`src/rtl/srw_pkg.sv`:
```
// Package: constants and carrier types for the supervisor reset watchdog
package srw_pkg;
    localparam int CLK_HZ = 200_000_000;
    localparam int RESET_STRETCH_MS = 200;
    localparam int WDOG_TIMEOUT_MS = 1600;
    localparam int KICK_MIN_NS = 100;
    localparam int DEBOUNCE_NS = 1000;
    localparam int RESET_STRETCH_CYC = RESET_STRETCH_MS * (CLK_HZ / 1000);
    localparam int WDOG_TIMEOUT_CYC = WDOG_TIMEOUT_MS * (CLK_HZ / 1000);
    localparam int KICK_MIN_CYC = (KICK_MIN_NS * (CLK_HZ / 1_000_000) + 999) / 1000;
    localparam int DEBOUNCE_CYC = (DEBOUNCE_NS * (CLK_HZ / 1_000_000) + 999) / 1000;
    localparam int CNT_W = 32;

    typedef struct packed {
        logic reset_n;
        logic reset;
    } srw_reset_type;

    typedef enum logic [2:0] {
        RST_HOLD = 3'b001,
        RST_STRETCH = 3'b010,
        RST_RUN = 3'b100
    } srw_rst_state_type;
endpackage

```
`src/rtl/srw_supervisor.sv`:
```
// Supervisor: stretched reset, debounced manual reset, watchdog, power-fail warning
////////////////////////////////////////////////////////////////////////////////
module srw_supervisor #(
    parameter int STRETCH_CYC = srw_pkg::RESET_STRETCH_CYC,
    parameter int WDOG_CYC = srw_pkg::WDOG_TIMEOUT_CYC,
    parameter int DEBOUNCE_CYC = srw_pkg::DEBOUNCE_CYC
) (
    input wire logic ref_clk,
    input wire logic rst,
    input wire logic supply_fail,
    input wire logic manual_reset_in_n,
    input wire logic watchdog_kick_in,
    input wire logic watchdog_disable,
    input wire logic power_fail_sense,
    output logic reset_out_n,
    output logic reset_out,
    output logic watchdog_expired_n,
    output logic power_fail_warn_n
);
    localparam int W = srw_pkg::CNT_W;

    logic mr_stable_r;
    logic [W-1:0] deb_cnt_r;
    logic [W-1:0] stretch_cnt_r;
    logic [W-1:0] wd_cnt_r;
    logic kick_prev_r;
    logic kick_edge;
    logic reset_cause;
    srw_pkg::srw_rst_state_type state_r;
    srw_pkg::srw_reset_type rst_out_r;

    ////////////////////////////////////////////////////////////////////////////
    // Manual reset debounce: a new level must hold DEBOUNCE_CYC cycles
    // Any bounce restarts the count, so only a level held steady gets through
    always_ff @(posedge ref_clk) begin
        if (rst) begin
            mr_stable_r <= 1'b1;
            deb_cnt_r <= '0;
        end else if (manual_reset_in_n == mr_stable_r) begin
            deb_cnt_r <= '0;
        end else if (deb_cnt_r >= W'(DEBOUNCE_CYC - 1)) begin
            mr_stable_r <= manual_reset_in_n;
            deb_cnt_r <= '0;
        end else begin
            deb_cnt_r <= deb_cnt_r + W'(1);
        end
    end

    // Watchdog expiry is deliberately not a cause here
    assign reset_cause = supply_fail | ~mr_stable_r;

    ////////////////////////////////////////////////////////////////////////////
    // Reset generation with stretch
    always_ff @(posedge ref_clk) begin
        if (rst) begin
            state_r <= srw_pkg::RST_HOLD;
            stretch_cnt_r <= '0;
        end else begin
            case (state_r)
                srw_pkg::RST_HOLD: begin
                    stretch_cnt_r <= '0;
                    if (!reset_cause) begin
                        state_r <= srw_pkg::RST_STRETCH;
                    end
                end
                srw_pkg::RST_STRETCH: begin
                    // A cause seen mid-stretch starts the full period again
                    if (reset_cause) begin
                        state_r <= srw_pkg::RST_HOLD;
                        stretch_cnt_r <= '0;
                    end else if (stretch_cnt_r >= W'(STRETCH_CYC - 1)) begin
                        state_r <= srw_pkg::RST_RUN;
                    end else begin
                        stretch_cnt_r <= stretch_cnt_r + W'(1);
                    end
                end
                srw_pkg::RST_RUN: begin
                    if (reset_cause) begin
                        state_r <= srw_pkg::RST_HOLD;
                    end
                end
                default: begin
                    state_r <= srw_pkg::RST_HOLD;
                end
            endcase
        end
    end

    // Outputs from one flop pair, so the complement never skews
    always_ff @(posedge ref_clk) begin
        if (rst) begin
            rst_out_r <= '{reset_n: 1'b0, reset: 1'b1};
        end else begin
            rst_out_r.reset_n <= (state_r == srw_pkg::RST_RUN) && !reset_cause;
            rst_out_r.reset <= !((state_r == srw_pkg::RST_RUN) && !reset_cause);
        end
    end
    assign reset_out_n = rst_out_r.reset_n;
    assign reset_out = rst_out_r.reset;

    ////////////////////////////////////////////////////////////////////////////
    // Watchdog: synchronous input, so one sample per level suffices for a pulse
    assign kick_edge = watchdog_kick_in ^ kick_prev_r;

    // Cleared like an idle kick line, so leaving reset fakes no kick
    always_ff @(posedge ref_clk) begin
        if (rst) begin
            kick_prev_r <= 1'b0;
        end else begin
            kick_prev_r <= watchdog_kick_in;
        end
    end

    always_ff @(posedge ref_clk) begin
        if (rst) begin
            wd_cnt_r <= '0;
            watchdog_expired_n <= 1'b1;
        end else if (supply_fail) begin
            // Supply fail outranks disable, so a bad supply always shows
            wd_cnt_r <= '0;
            watchdog_expired_n <= 1'b0;
        end else if (watchdog_disable) begin
            wd_cnt_r <= '0;
            watchdog_expired_n <= 1'b1;
        end else if (kick_edge) begin
            wd_cnt_r <= '0;
            watchdog_expired_n <= 1'b1;
        end else if (wd_cnt_r >= W'(WDOG_CYC - 1)) begin
            watchdog_expired_n <= 1'b0;
        end else begin
            wd_cnt_r <= wd_cnt_r + W'(1);
            watchdog_expired_n <= 1'b1;
        end
    end

    ////////////////////////////////////////////////////////////////////////////
    // Power-fail warning: separate flop, no shared reset or watchdog term
    // Reset value reads as a warning, the safe side until the first sample
    always_ff @(posedge ref_clk) begin
        if (rst) begin
            power_fail_warn_n <= 1'b0;
        end else begin
            power_fail_warn_n <= power_fail_sense;
        end
    end

    ////////////////////////////////////////////////////////////////////////////
    // Assertions
    a_reset_complement: assert property (@(posedge ref_clk) disable iff (rst)
        reset_out == !reset_out_n) else $error("reset outputs not complementary");
    a_supply_reset: assert property (@(posedge ref_clk) disable iff (rst)
        supply_fail |=> !reset_out_n) else $error("supply fail did not assert reset");
    a_manual_reset: assert property (@(posedge ref_clk) disable iff (rst)
        !mr_stable_r |=> !reset_out_n) else $error("manual reset did not assert reset");
    a_debounce_hold: assert property (@(posedge ref_clk) disable iff (rst)
        $fell(mr_stable_r) |-> $past(manual_reset_in_n) == 1'b0)
        else $error("debounced level changed without input");
    a_stretch_hold: assert property (@(posedge ref_clk) disable iff (rst)
        $rose(reset_out_n) |-> $past(state_r == srw_pkg::RST_RUN)
        && $past(stretch_cnt_r, 2) >= W'(STRETCH_CYC - 1))
        else $error("reset released before stretch elapsed");
    a_kick_restart: assert property (@(posedge ref_clk) disable iff (rst)
        (kick_edge && !supply_fail) |=> (wd_cnt_r == '0 && watchdog_expired_n))
        else $error("kick did not restart watchdog");
    a_wdog_expire: assert property (@(posedge ref_clk) disable iff (rst)
        (!supply_fail && !watchdog_disable && !kick_edge && wd_cnt_r >= W'(WDOG_CYC - 1))
        |=> !watchdog_expired_n) else $error("watchdog failed to expire");
    a_wdog_supply: assert property (@(posedge ref_clk) disable iff (rst)
        supply_fail |=> !watchdog_expired_n) else $error("expiry not low on supply fail");
    a_wdog_disable: assert property (@(posedge ref_clk) disable iff (rst)
        (watchdog_disable && !supply_fail) |=> watchdog_expired_n)
        else $error("expiry active while disabled");
    a_wdog_no_reset: assert property (@(posedge ref_clk) disable iff (rst)
        (reset_out_n && !supply_fail && mr_stable_r) |=> reset_out_n)
        else $error("watchdog asserted reset");
    a_power_warn: assert property (@(posedge ref_clk) disable iff (rst)
        !$past(rst) |-> power_fail_warn_n == $past(power_fail_sense))
        else $error("power fail warning wrong");

    // Counters stop at their limits, so no wrap can fake a release or a kick
    a_stretch_bound: assert property (@(posedge ref_clk) disable iff (rst)
        stretch_cnt_r < W'(STRETCH_CYC)) else $error("stretch counter out of range");
    a_wdog_bound: assert property (@(posedge ref_clk) disable iff (rst)
        wd_cnt_r < W'(WDOG_CYC)) else $error("watchdog counter out of range");
    a_stretch_low: assert property (@(posedge ref_clk) disable iff (rst)
        (state_r != srw_pkg::RST_RUN) |=> !reset_out_n)
        else $error("reset released outside run state");
    a_debounce_steady: assert property (@(posedge ref_clk) disable iff (rst)
        (manual_reset_in_n == mr_stable_r) |=> $stable(mr_stable_r))
        else $error("debounced level moved without input change");
    a_warn_steady: assert property (@(posedge ref_clk) disable iff (rst)
        (!$past(rst) && $stable(power_fail_sense)) |=> $stable(power_fail_warn_n))
        else $error("power fail warning moved with steady sense");
    a_kick_any_edge: assert property (@(posedge ref_clk) disable iff (rst)
        (watchdog_kick_in != kick_prev_r && !supply_fail && !watchdog_disable)
        |=> watchdog_expired_n) else $error("single kick transition not taken");

    // Coverage of the main scenarios
    c_reset_release: cover property (@(posedge ref_clk) disable iff (rst) $rose(reset_out_n));
    c_wdog_expire: cover property (@(posedge ref_clk) disable iff (rst)
        $fell(watchdog_expired_n) && !supply_fail);
    c_manual_press: cover property (@(posedge ref_clk) disable iff (rst) $fell(mr_stable_r));
    c_power_warn: cover property (@(posedge ref_clk) disable iff (rst) $fell(power_fail_warn_n));
    c_kick_restart: cover property (@(posedge ref_clk) disable iff (rst)
        kick_edge && wd_cnt_r != '0);
endmodule // srw_supervisor

```
`config.mk`:
```
export PLATFORM = sky130hd
export DESIGN_NAME = srw_supervisor
export DESIGN_NICKNAME = d
export VERILOG_FILES = /design/src/rtl/srw_pkg.sv /design/src/rtl/srw_supervisor.sv
export SDC_FILE = /design/constraint.sdc
export NUM_CORES = 1
export LEC_CHECK = 0
export BUFFER_PORTS_ARGS = -buffer_cell sky130_fd_sc_hd__buf_2
export CAP_MARGIN = 20
export CORE_ASPECT_RATIO = 0.6
export CORE_UTILIZATION = 50
export DETAILED_ROUTE_END_ITERATION = 8
export PLACE_DENSITY = 0.7
export RECOVER_POWER = 50
export SLEW_MARGIN = 20
export SYNTH_ARGS = -nofsm -noshare
export SYNTH_HDL_FRONTEND = slang
export SYNTH_SLANG_ARGS = --single-unit
```
`constraint.sdc`:
```
create_clock -name ref_clk -period 1.8 [get_ports ref_clk]
set_input_delay 0.09 -clock ref_clk [delete_from_list [all_inputs] [get_ports ref_clk]]
set_output_delay 0.09 -clock ref_clk [all_outputs]
set_load 0.02 [all_outputs]
```
==> qor.csv <==
metric;value;unit
status;complete, but fails checks;
failing checks;setup timing;
Post-synth EDFFs;0;
Port Buf Inserts;10;
Storage cell area;0.002140;mm2
antenna violations before repair;0;
Vias/cell;5.837;
Die Y-Extent;74.57;um
# rows;26;
worst-skew pair later-pin latency;360;ps
area leader, netlist;dfxtp_1;
Post-Syn Area;0.004388;mm2
setup violators final;56;
Detailed Place HPWL;7.427;mm
clock root buffer;clkbuf_16;
ys async rst share;0;%
Syn Area/Cell;9.142;um2
CTS tree;built;
worst hold stages;2;
Yosys reg bits;105;
unrepaired setup endpoints after global routing;true;
metal3 WL;828;um
Hold Worst Slack;34.03;ps
Final GP Congestion;0.8802;
VDD IR-drop max;0.6930;mV
Final Worst Setup Slack;-273.5;ps
critical path arrival;2350;ps
clk sinks;105;
fillers;539;
post-layout min period;2073;ps
top cells by area, synth;dfxtp_1 (48%), a21oi_1 (4.0%), xnor2_1 (3.8%);
H-tree depth;3;
Main synth FF type;dfxtp_1;
min-delay worst type;primary input to register;
final non-filler cell area;0.006384;mm2
DR vias;4273;
cell with the most instances after synthesis;dfxtp_1;
Clock Tree Buf Depth;2;
Layout Skew;8.408;ps
n_diodes;0;
first drt pass iteration count;6;
first-pass GRT wire length;17.77;mm
Pwr Density;718.6;mW/mm2
post-route ant nets;0;
vias in the first global route;3666;
DR WL/cell;17.38;um
gr ovfl total;0;
io pins;11;
Die ar.;0.009167;mm2
DRC;0;
gr usage total;25.38;%
clock slew at the register clock pins of the worst setup and hold paths;80;ps
Final Max Tran Viols;0;
met1 WL;5.890;mm
Worst-Margin Slew;510.2;ps
commonest cells in the netlist;dfxtp_1 (105), nor2_1 (40), a21oi_1 (35), nand2_1 (29), nand3_1 (29);
Max Clock Freq;482.3;MHz
Synth top area share;47.90;%
max-cap viol count;0;
layout cells sized above 1;39.35;%
CP Max Fanout;4;
Die X;122.9;um
Num CTS Buffers;9;
Setup TNS;-9278;ps
Max-slew headroom;65.86;%
fin crit share;115.2;%
critical path launch point type;register;
WS Path Type;register to register;
Top Layer Used;met4;
Worst Reg-to-Reg Cells;8;
post-synthesis cell type count;55;
final net count;625;
met2 wire length;5.680;mm
reg2reg setup slack;-270;ps
DR iter-0 viols;370;
largest net degree at the start of global routing;25;
layout overhead on the synthesized area;45.48;%
sequential area share after synthesis;47.90;%
initial core utilization;51.48;%
endpoints failing hold;0;
Util after Layout;74.90;%
Cells after Synth;480;
Setup crit end kind;register;
Core ar.;0.008523;mm2
WP data required;2080;ps
final WL;12.72;mm
Pleak;0.002277;uW
power consumption;4587;uW
yosys warns;0;
multi-input logic area;0.002730;mm2
Post-DP Area;0.005360;mm2
[cells in the final DEF (no fill, tap or decap), drive strengths merged, types with 3 or more instances in the layout]
cell type      n
inv           11
nor3          18
a21oi         35
nand4         13
and4           6
o31ai         14
nand2         29
and3           8
nor2b          8
a211o          3
conb          24
and2          12
buf          108
xor2           5
dlygate4sd3    3
ha             3
o21ai         19
or4           15
or3           20
nor4          12
nand2b         6
clkbuf        19
dfxtp        105
nor2          40
xnor2         19
mux2i          3
nand3         30
a31oi          4
clkinv         3
[metal layers]
layer / vias to the layer above / GRT usage (%)
met1: 2053 / 36.92
li1: 2003 / -
met4: 0 / 6.233
met3: 43 / 5.828
met5: - / 0
met2: 174 / 37.95
[what timing repair did]
item | in CTS | in global routing
setup buffers | 10 | 10
cloned | 3 | 3
pin swaps | 13 | 39
hold endpoints to repair | 3 | 0
hold buffers | 3 | 0
endpoints found under the setup margin | 57 | 66
gates resized for setup | 26 | 85
[path summary, 6_finish.rpt]
check	startpoint	endpoint
max reg2reg	stretch_cnt_r[4]	stretch_cnt_r[13]
max	stretch_cnt_r[4]	stretch_cnt_r[13]
min	rst	power_fail_warn_n
min reg2reg	deb_cnt_r[0]	deb_cnt_r[0]
[critical path, stage by stage (launching register included)]
cell and delay [ps]:
dfxtp_1 390, and3_1 280, nand3_4 110, a211o_4 370
a31oi_4 280, buf_12 180, clkbuf_16 150, o31ai_1 80
a21oi_1 160
[report_power, final]
group / internal, uW / switching [uW]
Sequential: 2360 / 12.5
Clock: 981 / 981
Combinational: 119 / 136
Total: 3460 / 1130
[stage by stage]
stage          setup slack, ps  std cells
2_1_floorplan           -107.9        503
3_3_place_gp            -165.8        689
3_5_place_dp            -237.2        689
4_1_cts                 -171.1        720
5_1_grt                 -326.7        732
6_report                -273.5        732
[cell families (layout without fill, tap and decap cells)]
logic type                 after synthesis  count (layout)  share of synthesized area (%)
other                                    1              24                        0.08546
DFF                                    105             105                          47.90
buffers and inverters                   28             144                          3.222
muxes                                    3               3                         0.6844
AOI/OAI and AO/OA                       93              93                          14.29
and+or+nand+nor                        223             224                          28.17
xor gates and xnor gates                24              24                          4.790
adders and majority gates                3               3                         0.8555
[layout make-up]
class,count,area share (%)
Clock buffer,9,3.528
Sequential cell,105,33.52
Clock inverter,7,1.098
Timing Repair Buffer,121,16.48
Tap cell,112,2.195
Inverter,7,0.4116
Multi-Input combinational cell,371,42.77
[state kept, by name (all words and copies together) (netlist names)]
name,flops
watchdog_expired_n,1
stretch_cnt_r,32
kick_prev_r,1
reset_out_n,1
state_r,3
deb_cnt_r,32
mr_stable_r,1
power_fail_warn_n,1
wd_cnt_r,32
reset_out,1
No activity file was read; power rests on OpenSTA's default activity.
